<file path="src/rtl/sbw_consts.svh">
// Purpose: Offsets, field positions, reset values and timing counts of the link upkeep block
// Assumes: 125 MHz system clock, link clock of 160 ns period
// Notes: Definitions only
`ifndef SBW_CONSTS_SVH
`define SBW_CONSTS_SVH

// Register offsets
`define SBW_REG_GEN_CFG 8'h01
`define SBW_REG_BC_MODE 8'h26
`define SBW_REG_BC_CFG 8'h27
`define SBW_REG_STATUS 8'h1c
`define SBW_REG_ERR_CNT 8'h1d

// Field positions in the general configuration register
`define SBW_BIT_RX_EDGE 0
`define SBW_BIT_TX_EDGE 1
`define SBW_BIT_WAKE 2
`define SBW_BIT_OSS 4

// Field positions in the status register
`define SBW_ST_PASS 0
`define SBW_ST_LOCK 1
`define SBW_ST_SER_ACTIVE 2
`define SBW_ST_OVERFLOW 3
`define SBW_ST_TESTING 4

// Reset values and special values
`define SBW_GEN_CFG_RST 8'h03
`define SBW_BC_MODE_RST 8'h00
`define SBW_BC_CFG_RST 8'h00
`define SBW_BC_WAKE_MODE 8'hc0
`define SBW_PRBS_SEED 15'h7fff

// Timing
`define SBW_CLK_NS 8
`define SBW_LINK_HALF_NS 80
`define SBW_HALF_CYC ((`SBW_LINK_HALF_NS) / (`SBW_CLK_NS))
`define SBW_LOSS_NS 800
`define SBW_LOSS_CYC ((`SBW_LOSS_NS) / (`SBW_CLK_NS))
`define SBW_LOCK_EDGES 64

`endif

</file>
<file path="src/rtl/sbw_pkg.sv">
// Purpose: Types shared by the link upkeep block and its bench
// Assumes: Nothing
// Notes: Constants live in sbw_consts.svh
package sbw_pkg;
   // Serializer power state
   typedef enum logic [0:0] {
      SER_STANDBY = 1'b0,
      SER_ACTIVE = 1'b1
   } sbw_ser_state_type;

   // Result pin pulse sequencer
   typedef enum logic [1:0] {
      PS_IDLE = 2'b00,
      PS_LOW1 = 2'b01,
      PS_HIGH = 2'b10,
      PS_LOW2 = 2'b11
   } sbw_pulse_state_type;

   // Self-test oscillator choice on the two select pins
   typedef enum logic [1:0] {
      OSC_EXTERNAL = 2'b00,
      OSC_50MHZ = 2'b01,
      OSC_25MHZ = 2'b10,
      OSC_12M5 = 2'b11
   } sbw_osc_sel_type;
endpackage

</file>
<file path="src/rtl/sbw_link_maint.sv">
// Purpose: Self test, remote wake, auto power-down and edge select of a serial link pair
// Assumes: Link clock and pins are asynchronous to I_SYS_CLK; I_NRST is the power-down bar pin
// Notes: Registers reached over a simple byte port; read data one cycle after the address
`timescale 1ns/100ps
`include "sbw_consts.svh"

// Behaviour
// - Select code 00 requests external pixel clock
// - Codes 01,10,11 pick internal oscillator rates
// - Self test only in camera configuration
// - Test enable sends start command to serializer
// - Check each payload against pseudo-random sequence
// - Failing payload drops result half a cycle
// - Multi-bit failure toggles result low-high-low
// - Readable accumulated error count register
// - Serializer pin 0 shows pass flag
// - Count errors only with enable and lock
// - Result retained; reads high after reset
// - Serializer sleeps until wake signal arrives
// - Active serializer prefers pixel clock, else oscillator
// - Wake only in camera configuration
// - Clearing wake bit returns serializer standby
// - Auto mode falls back to oscillator, relocks
// - Powered-down serial driver held static high
// - Stream loss powers down; restart relocks
// - Sleep output enable follows output state select; strobe held low
// - Edge select bits choose latch/strobe edge
module sbw_link_maint #(
   parameter int DATA_W = 16,
   parameter int CNT_W = 8
) (
   input wire logic I_SYS_CLK,
   input wire logic I_NRST,
   input wire logic I_DES_MODE,
   input wire logic I_SER_MODE,
   input wire logic I_SER_PDB,
   input wire logic I_SELF_TEST_ENABLE_PIN,
   input wire logic [1:0] I_OSC_SEL_PIN,
   input wire logic I_LINK_CLK,
   input wire logic [DATA_W-1:0] I_LINK_DATA,
   input wire logic I_SER_PCLK,
   input wire logic [7:0] I_REG_ADDR,
   input wire logic I_REG_WR,
   input wire logic [7:0] I_REG_WDATA,
   input wire logic I_RX_READY,
   output logic [7:0] O_REG_RDATA,
   output logic O_LOCK,
   output logic O_PASS,
   output logic O_BIST_CMD,
   output sbw_pkg::sbw_osc_sel_type O_BIST_OSC,
   output logic O_EXT_PCLK_REQ,
   output logic O_WAKE_SIGNAL,
   output logic [DATA_W-1:0] O_RX_DATA,
   output logic O_RX_VALID,
   output logic O_RX_OE,
   output logic O_RX_STROBE,
   output logic O_SER_ACTIVE,
   output logic O_SER_CLK_FROM_PCLK,
   output logic O_SER_TX_STATIC_HIGH,
   output logic O_SER_LATCH_RISE,
   output logic O_SER_GPIO0_OUT,
   output logic O_SER_GPIO0_OE
);
   import sbw_pkg::*;

   localparam logic [4:0] HALF_CYC = 5'(`SBW_HALF_CYC);
   localparam logic [7:0] LOSS_CYC = 8'(`SBW_LOSS_CYC);
   localparam logic [6:0] LOCK_EDGES = 7'(`SBW_LOCK_EDGES);
   localparam int NSYNC = 7 + DATA_W;

   // Two-stage synchronisers for the mode, power-down, enable, select and link pins; stage one is read by stage two only
   logic [NSYNC-1:0] sync1_q, sync2_q;
   logic [NSYNC-1:0] pins_raw;
   assign pins_raw = {I_DES_MODE, I_SER_MODE, I_SER_PDB, I_SELF_TEST_ENABLE_PIN,
                      I_OSC_SEL_PIN, I_LINK_CLK, I_LINK_DATA};

   // Synchroniser chain
   always_ff @(posedge I_SYS_CLK or negedge I_NRST) begin
      if (!I_NRST) begin
         sync1_q <= '0;
         sync2_q <= '0;
      end else begin
         sync1_q <= pins_raw;
         sync2_q <= sync1_q;
      end
   end

   logic des_camera, ser_camera, ser_pdb, ste, link_clk;
   logic [1:0] osc_sel;
   logic [DATA_W-1:0] link_data;
   assign des_camera = sync2_q[NSYNC-1];
   assign ser_camera = ~sync2_q[NSYNC-2];
   assign ser_pdb = sync2_q[NSYNC-3];
   assign ste = sync2_q[NSYNC-4];
   assign osc_sel = sync2_q[NSYNC-5 -: 2];
   assign link_clk = sync2_q[DATA_W];
   assign link_data = sync2_q[DATA_W-1:0];

   // Pixel clock presence uses its own chain of three flops
   logic pclk1_q, pclk2_q, pclk3_q;
   // Edge history for link clock and test enable
   logic link_prev_q, ste_prev_q;

   // Edge history
   always_ff @(posedge I_SYS_CLK or negedge I_NRST) begin
      if (!I_NRST) begin
         pclk1_q <= 1'b0;
         pclk2_q <= 1'b0;
         pclk3_q <= 1'b0;
         link_prev_q <= 1'b0;
         ste_prev_q <= 1'b0;
      end else begin
         pclk1_q <= I_SER_PCLK;
         pclk2_q <= pclk1_q;
         pclk3_q <= pclk2_q;
         link_prev_q <= link_clk;
         ste_prev_q <= ste;
      end
   end

   logic link_rise, pclk_edge, session_start, bist_req;
   assign link_rise = link_clk & ~link_prev_q;
   assign pclk_edge = pclk2_q ^ pclk3_q;
   assign bist_req = ste & des_camera;
   assign session_start = bist_req & ~ste_prev_q;

   // Registers written by software
   logic [7:0] gen_cfg_q, bc_mode_q, bc_cfg_q;

   // Register writes; other offsets are ignored
   always_ff @(posedge I_SYS_CLK or negedge I_NRST) begin
      if (!I_NRST) begin
         gen_cfg_q <= `SBW_GEN_CFG_RST;
         bc_mode_q <= `SBW_BC_MODE_RST;
         bc_cfg_q <= `SBW_BC_CFG_RST;
      end else if (I_REG_WR) begin
         case (I_REG_ADDR)
            `SBW_REG_GEN_CFG: gen_cfg_q <= I_REG_WDATA;
            `SBW_REG_BC_MODE: bc_mode_q <= I_REG_WDATA;
            `SBW_REG_BC_CFG: bc_cfg_q <= I_REG_WDATA;
            default: begin
            end
         endcase
      end
   end

   // Lock tracking on the incoming stream
   logic [7:0] gap_q;
   logic [6:0] edges_q;
   logic lock_q;

   // Stream loss drops lock and powers down; edges relock
   always_ff @(posedge I_SYS_CLK or negedge I_NRST) begin
      if (!I_NRST) begin
         gap_q <= '0;
         edges_q <= '0;
         lock_q <= 1'b0;
      end else if (link_rise) begin
         gap_q <= '0;
         if (edges_q != LOCK_EDGES) begin
            edges_q <= edges_q + 7'd1;
         end else begin
            lock_q <= 1'b1;
         end
      end else if (gap_q == LOSS_CYC) begin
         // Stream stopped: a restart relocks from scratch
         edges_q <= '0;
         lock_q <= 1'b0;
      end else begin
         gap_q <= gap_q + 8'd1;
      end
   end

   // Expected pattern, advanced one payload per link edge
   function automatic logic [14:0] prbs_step(input logic [14:0] s);
      logic [14:0] v;
      v = s;
      for (int i = 0; i < DATA_W; i++) begin
         v = {v[13:0], v[14] ^ v[13]};
      end
      return v;
   endfunction

   logic [14:0] prbs_q;
   logic [CNT_W-1:0] err_cnt_q;
   logic pass_q;
   logic [DATA_W-1:0] diff;
   logic [4:0] bad_bits;
   logic window, bad_payload;

   assign diff = link_data ^ DATA_W'(prbs_q);
   assign window = bist_req & lock_q;
   assign bad_payload = window & link_rise & (diff != '0);

   // Popcount of the mismatching bits
   always_comb begin
      bad_bits = '0;
      for (int i = 0; i < DATA_W; i++) begin
         bad_bits = bad_bits + 5'(diff[i]);
      end
   end

   // Sequence, result and count; a session start wins over a late error
   always_ff @(posedge I_SYS_CLK or negedge I_NRST) begin
      if (!I_NRST) begin
         prbs_q <= `SBW_PRBS_SEED;
         err_cnt_q <= '0;
         // Result reads high after power-down toggle
         pass_q <= 1'b1;
      end else if (session_start) begin
         prbs_q <= `SBW_PRBS_SEED;
         err_cnt_q <= '0;
         pass_q <= 1'b1;
      end else if (window && link_rise) begin
         prbs_q <= prbs_step(prbs_q);
         if (bad_payload) begin
            pass_q <= 1'b0;
            if (err_cnt_q != '1) begin
               err_cnt_q <= err_cnt_q + CNT_W'(1);
            end
         end
      end
   end

   // Result pin pulse sequencer
   sbw_pulse_state_type ps_q;
   logic [4:0] ph_cnt_q;
   logic multi_q;

   always_ff @(posedge I_SYS_CLK or negedge I_NRST) begin
      if (!I_NRST) begin
         ps_q <= PS_IDLE;
         ph_cnt_q <= '0;
         multi_q <= 1'b0;
      end else if (bad_payload) begin
         // A new failure restarts the train; pulses never merge
         ps_q <= PS_LOW1;
         ph_cnt_q <= HALF_CYC - 5'd1;
         multi_q <= (bad_bits >= 5'd2);
      end else if (ph_cnt_q != '0) begin
         ph_cnt_q <= ph_cnt_q - 5'd1;
      end else begin
         ph_cnt_q <= HALF_CYC - 5'd1;
         case (ps_q)
            // Multi-bit failure adds high then low half
            PS_LOW1: ps_q <= multi_q ? PS_HIGH : PS_IDLE;
            PS_HIGH: ps_q <= PS_LOW2;
            PS_LOW2: ps_q <= PS_IDLE;
            default: begin
               ps_q <= PS_IDLE;
               ph_cnt_q <= '0;
            end
         endcase
      end
   end

   // Serializer power state and clock source
   sbw_ser_state_type ser_q;
   logic [7:0] pgap_q;
   logic pclk_ok_q, wake_q;

   // Wake driven only in camera configuration with wake driver mode
   always_ff @(posedge I_SYS_CLK or negedge I_NRST) begin
      if (!I_NRST) begin
         wake_q <= 1'b0;
      end else begin
         wake_q <= gen_cfg_q[`SBW_BIT_WAKE] & des_camera
                   & (bc_mode_q == `SBW_BC_WAKE_MODE);
      end
   end

   // Wake latched in driver wake mode, kept after the mode returns to normal
   logic wake_held_q;
   always_ff @(posedge I_SYS_CLK or negedge I_NRST) begin
      if (!I_NRST) begin
         wake_held_q <= 1'b0;
      end else if (!gen_cfg_q[`SBW_BIT_WAKE]) begin
         // Clearing the wake bit releases it
         wake_held_q <= 1'b0;
      end else if (wake_q) begin
         wake_held_q <= 1'b1;
      end
   end

   always_ff @(posedge I_SYS_CLK or negedge I_NRST) begin
      if (!I_NRST) begin
         ser_q <= SER_STANDBY;
      end else begin
         case (ser_q)
            SER_STANDBY: begin
               if (ser_pdb && ser_camera && wake_held_q) begin
                  ser_q <= SER_ACTIVE;
               end
            end
            SER_ACTIVE: begin
               if (!ser_pdb || !wake_held_q) begin
                  ser_q <= SER_STANDBY;
               end
            end
            default: ser_q <= SER_STANDBY;
         endcase
      end
   end

   // Pixel clock watchdog for auto fallback
   always_ff @(posedge I_SYS_CLK or negedge I_NRST) begin
      if (!I_NRST) begin
         pgap_q <= '0;
         pclk_ok_q <= 1'b0;
      end else if (pclk_edge) begin
         pgap_q <= '0;
         pclk_ok_q <= 1'b1;
      end else if (pgap_q == LOSS_CYC) begin
         pclk_ok_q <= 1'b0;
      end else begin
         pgap_q <= pgap_q + 8'd1;
      end
   end

   // Two-entry buffer in the received data path
   logic [DATA_W-1:0] skid_q;
   logic skid_v_q, ovf_q, in_valid, in_ready;
   // Words leave the link only when locked and outside self test
   assign in_valid = link_rise & lock_q & ~bist_req;
   assign in_ready = ~skid_v_q;

   // Head and skid entries; ready low with the head stalled means the next word would be lost
   always_ff @(posedge I_SYS_CLK or negedge I_NRST) begin
      if (!I_NRST) begin
         O_RX_DATA <= '0;
         O_RX_VALID <= 1'b0;
         skid_q <= '0;
         skid_v_q <= 1'b0;
         ovf_q <= 1'b0;
      end else begin
         if (!O_RX_VALID || I_RX_READY) begin
            O_RX_VALID <= skid_v_q | in_valid;
            O_RX_DATA <= skid_v_q ? skid_q : link_data;
            skid_v_q <= skid_v_q & in_valid;
            skid_q <= link_data;
         end else if (in_valid && in_ready) begin
            skid_v_q <= 1'b1;
            skid_q <= link_data;
         end
         // Sticky overflow; the stream itself cannot be stalled
         if (in_valid && !in_ready && O_RX_VALID && !I_RX_READY) begin
            ovf_q <= 1'b1;
         end
      end
   end

   // Pin and status outputs
   always_ff @(posedge I_SYS_CLK or negedge I_NRST) begin
      if (!I_NRST) begin
         O_LOCK <= 1'b0;
         O_PASS <= 1'b1;
         O_BIST_CMD <= 1'b0;
         O_BIST_OSC <= OSC_EXTERNAL;
         O_EXT_PCLK_REQ <= 1'b0;
         O_WAKE_SIGNAL <= 1'b0;
         O_RX_OE <= 1'b0;
         O_RX_STROBE <= 1'b0;
         O_SER_ACTIVE <= 1'b0;
         O_SER_CLK_FROM_PCLK <= 1'b0;
         O_SER_TX_STATIC_HIGH <= 1'b1;
         O_SER_LATCH_RISE <= 1'b1;
         O_SER_GPIO0_OUT <= 1'b0;
         O_SER_GPIO0_OE <= 1'b0;
      end else begin
         O_LOCK <= lock_q;
         // Pulses while running, retained verdict otherwise
         O_PASS <= (ps_q == PS_IDLE || ps_q == PS_HIGH) ? (pass_q | bist_req) : 1'b0;
         // Start command over the back channel
         O_BIST_CMD <= bist_req;
         O_BIST_OSC <= sbw_osc_sel_type'(osc_sel);
         O_EXT_PCLK_REQ <= bist_req & (osc_sel == OSC_EXTERNAL);
         O_WAKE_SIGNAL <= wake_q;
         // Sleep output enable follows output state select; strobe held low
         O_RX_OE <= lock_q | gen_cfg_q[`SBW_BIT_OSS];
         O_RX_STROBE <= lock_q & (gen_cfg_q[`SBW_BIT_RX_EDGE] ? link_clk : ~link_clk);
         O_SER_ACTIVE <= (ser_q == SER_ACTIVE);
         // Pixel clock when present, else oscillator
         O_SER_CLK_FROM_PCLK <= (ser_q == SER_ACTIVE) & pclk_ok_q;
         O_SER_TX_STATIC_HIGH <= (ser_q == SER_STANDBY);
         O_SER_LATCH_RISE <= gen_cfg_q[`SBW_BIT_TX_EDGE];
         // Pass flag on serializer pin 0
         O_SER_GPIO0_OUT <= pass_q;
         O_SER_GPIO0_OE <= bist_req & (ser_q == SER_ACTIVE);
      end
   end

   // Registered read data; unmapped offsets read zero
   always_ff @(posedge I_SYS_CLK or negedge I_NRST) begin
      if (!I_NRST) begin
         O_REG_RDATA <= '0;
      end else begin
         case (I_REG_ADDR)
            `SBW_REG_GEN_CFG: O_REG_RDATA <= gen_cfg_q;
            `SBW_REG_BC_MODE: O_REG_RDATA <= bc_mode_q;
            `SBW_REG_BC_CFG: O_REG_RDATA <= bc_cfg_q;
            `SBW_REG_STATUS: O_REG_RDATA <= {3'b000, bist_req, ovf_q,
                                             ser_q == SER_ACTIVE, lock_q, pass_q};
            `SBW_REG_ERR_CNT: O_REG_RDATA <= 8'(err_cnt_q);
            default: O_REG_RDATA <= 8'h00;
         endcase
      end
   end
endmodule // sbw_link_maint

</file>
<file path="config.mk">
export PLATFORM = sky130hd
export DESIGN_NAME = sbw_link_maint
export DESIGN_NICKNAME = d
export VERILOG_FILES = /design/src/rtl/sbw_pkg.sv /design/src/rtl/sbw_link_maint.sv
export VERILOG_INCLUDE_DIRS = /design/src /design/src/rtl
export SDC_FILE = /design/constraint.sdc
export NUM_CORES = 1
export LEC_CHECK = 0
export BUFFER_PORTS_ARGS = -buffer_cell sky130_fd_sc_hd__buf_2
export CAP_MARGIN = 25
export CORE_MARGIN = 2
export CORE_UTILIZATION = 58
export CTS_CLUSTER_SIZE = 24
export DETAILED_ROUTE_END_ITERATION = 10
export MAX_ROUTING_LAYER = met4
export PLACE_DENSITY = 0.79
export SLEW_MARGIN = 30
export SYNTH_ARGS = -nofsm -noshare
export SYNTH_HDL_FRONTEND = slang
export SYNTH_SLANG_ARGS = --single-unit
</file>
<file path="constraint.sdc">
create_clock -name I_SYS_CLK -period 5.5 [get_ports I_SYS_CLK]
set_input_delay 0.275 -clock I_SYS_CLK [delete_from_list [all_inputs] [get_ports I_SYS_CLK]]
set_output_delay 0.275 -clock I_SYS_CLK [all_outputs]
set_load 0.1 [all_outputs]
</file>
==> flow_metrics.py <==
metrics = {
    "setup_path": {
        "cp.arrival_ps": 4470,
        "cp_slowest_stage_delay_ps": 580,
        "critPathMostFrequentCell": "fa_1",
        "cp_cell_sequence": "xor2_1, inv_1, fa_1, inv_1, fa_1, inv_1, fa_1, inv_1, fa_1, ha_1, fa_1, nor3_1, a31oi_1",
        "end_kind": "flop",
        "cp_max_fo": 4,
        "critPathSlowestCell": "dfstp_2",
        "critPathKind": "flop to flop",
        "worst_setup_path_start_kind": "flop",
        "cp.required_ps": 5800,
    },
    "global_routing": {
        "grt_pass1_vias": 5509,
        "antenna_found_initial": 0,
        "grt_pass1_wl_mm": 27.1,
        "grt_max_degree": 82,
        "grt.overflow.total": 0,
        "track_usage_pct": 24.6,
    },
    "place": {
        "hpwl_mm": 11.0,
        "gp_congestion": 0.900,
        "port-buffer-count": 83,
        "placed_area_um2": 8660,
        "dp_worst_setup_slack_ps": 1330,
    },
    "clock_tree": {
        "insertion_delay_ps": 440,
        "clk_pin_slew_worst_paths_ps": 70,
        "htreeDepth": 4,
        "cts_root_buf": "clkbuf_16",
        "cts_hold_buffers": 25,
        "cts_resized": 0,
        "clk_path_buf_depth": 2,
        "cts_buffers": 17,
        "clkSinkCount": 193,
        "cts_setup_buffers": 0,
        "cts_tree": "done",
    },
    "synth": {
        "synth-simple-area-share_pct": 11.8,
        "syn-num-nets": 721,
        "synth_compound_area_share_pct": 7.39,
        "yosysSeqAreaShare_pct": 60.2,
        "synth_fa_ha_area_share_pct": 5.12,
        "synth_mux_area_share_pct": 7.98,
        "synth_xor_area_share_pct": 5.32,
        "yosys_warnings": 0,
        "syn_area_um2": 8060,
        "synth-main-ff-cell": "dfrtp_1",
        "ys_ff_latch": 193,
        "async_reset_ff_share_pct": 100,
        "synth_edf_count": 0,
        "synth_top_family_by_area": "simple AND/OR/NAND/NOR gates",
        "postSynthCellCount": 650,
        "synth.distinct_cells": 55,
        "syn_area_per_cell_um2": 12.4,
    },
    "route": {
        "firstDrtPassIters": 5,
        "viasPerCell": 5.62,
        "drc_errors": 0,
        "antenna_left": 0,
        "vias": 5371,
        "drt_iter0_drc": 418,
        "wl_per_cell_um": 17.2,
        "wl_mm": 16.5,
    },
    "floorplan": {
        "dieArea_um2": 14900,
        "die_h_um": 122,
        "die_x_um": 122,
        "rows": 43,
        "start_util_pct": 58.8,
        "ioPinCount": 84,
        "fp.coreArea_um2": 13700,
    },
    "timing": {
        "setup_violations": 0,
        "timing.final.crit_share_pct": 75.9,
        "setup_tns_ps": 0,
        "tightest_slew_ps": 840,
        "rsz0062_at_grt": "no",
        "hold_slack_ps": 96.1,
        "max_freq_ghz": 0.239,
        "period_needed_ps": 4180,
        "finalHoldViolations": 0,
        "final_max_slew_viol_count": 0,
        "relSlewSlack_pct": 43.9,
        "finalWorstSetupSlack_ps": 1320,
        "fin_skew_ps": 7.90,
    },
    "power": {
        "combPwrFrac_pct": 16.9,
        "switchingPower_uw": 978,
        "p_seq_share_pct": 46.5,
        "p_leak_uw": 0.00442,
        "clkPwrFrac_pct": 36.6,
        "swShare_pct": 28.8,
        "p_int_uw": 2420,
        "ir_worst_vdd_v": 0.000257,
        "p_per_area_nw_per_um2": 356,
    },
    "job": {
        "max_cap_viol_count": 0,
    },
    "run_status": {
        "status": "complete, no violations",
    },
    "layout": {
        "final_area_um2": 9520,
        "nets": 834,
        "layout-drive-gt1-share_pct": 25.1,
        "antennaDiodeCount": 0,
        "syn_to_final_growth_pct": 18.1,
    },
    "min_path": {
        "min_path_type": "input pin to flop",
    },
}
## cells in the final DEF, fill, tap and decap left out, types with 21 or more instances in the layout
master         instances
dfrtp_1              171
o21ai_0               34
nand2_1               61
inv_1                 26
dfstp_2               21
xnor2_1               24
mux2_2                42
a21oi_1               22
dlygate4sd3_1         25
nor2_1                41
buf_2                 82
xor2_1                25
## layout make-up
type                    count  area, µm²
inverters                  26       97.6
clock inverters            15        173
repair buffers            112        708
fillers                   972       4200
clock buffers              17        425
multi-input cells         413       3040
well taps                 180        225
flip-flops and latches    193       4860
## cell families after synthesis
| family | count (synthesis) |
|---|---|
| AOI/OAI and AO/OA | 95 |
| xor gates and xnor gates | 49 |
| adders and majority gates | 27 |
| buffers and inverters | 44 |
| DFF | 193 |
| muxes | 59 |
| and+or+nand+nor | 183 |
## cells in the mapped netlist, types with 13 or more instances
cell | n | area (µm²)
a21oi_1 | 22 | 110
clkbuf_1 | 13 | 48.8
dfrtp_1 | 172 | 4300
dfstp_2 | 21 | 552
ha_1 | 17 | 213
inv_1 | 26 | 97.6
mux2_2 | 42 | 473
mux2i_1 | 17 | 170
nand2_1 | 61 | 229
nand3_1 | 14 | 70.1
nor2_1 | 41 | 154
o21ai_0 | 34 | 170
xnor2_1 | 24 | 210
xor2_1 | 25 | 219
## per-stage QoR
stage               instances  power [µW]  util [%]
detailed placement        899        2160      63.2
finish                    956        3390      69.4
floorplan                 650        1990         -
global route              956        3580      69.4
global placement          899        2110      63.2
CTS                       956        3420      69.3
## sequential cells by signal (all words and copies together) (netlist names), 15 cells and up
signal / cells
sync1_q: 23
sync2_q: 23
O_RX_DATA: 16
skid_q: 16
prbs_q: 15
## worst paths after layout
path | from | end | slack [ps] | cells after the start
min in group asynchronous | I_NRST | sync2_q[5] | 360 | 2
max | prbs_q[4] | multi_q | 1320 | 13
min reg2reg | sync1_q[11] | sync2_q[11] | 350 | 0
max in group asynchronous | I_NRST | sync2_q[19] | 4030 | 3
min | I_REG_WDATA[5] | gen_cfg_q[5] | 100 | 2
max reg2reg | prbs_q[4] | multi_q | 1320 | 13
## power by group through the flow
stage	sequential, µW	clock (µW)	combinational [µW]
after CTS	1580	1260	580
after global placement	1600	0	518
after global routing	1590	1320	668
after detailed placement	1600	0	561
final	1580	1240	572
after floorplan	1640	0	346
## per-layer routing
metal / GRT usage, % / vias to the layer above / wire (µm)
met4: 9.99 / 0 / 321
met1: 30.9 / 2723 / 6970
met2: 39.9 / 137 / 8440
met3: 4.59 / 28 / 742
li1: - / 2483 / -
met5: - / - / 0
## critical path, delay by kind of cell, from the launching register on
family	cells	cell delay, ps
AO/OA/AOI/OAI	1	110
XOR/XNOR	1	250
adder cells (fa/ha/maj)	6	2630
buffers and inverters	4	270
flip-flops	1	580
AND/OR/NAND/NOR	1	210
Note: power is estimated with default switching activity, not from simulation.
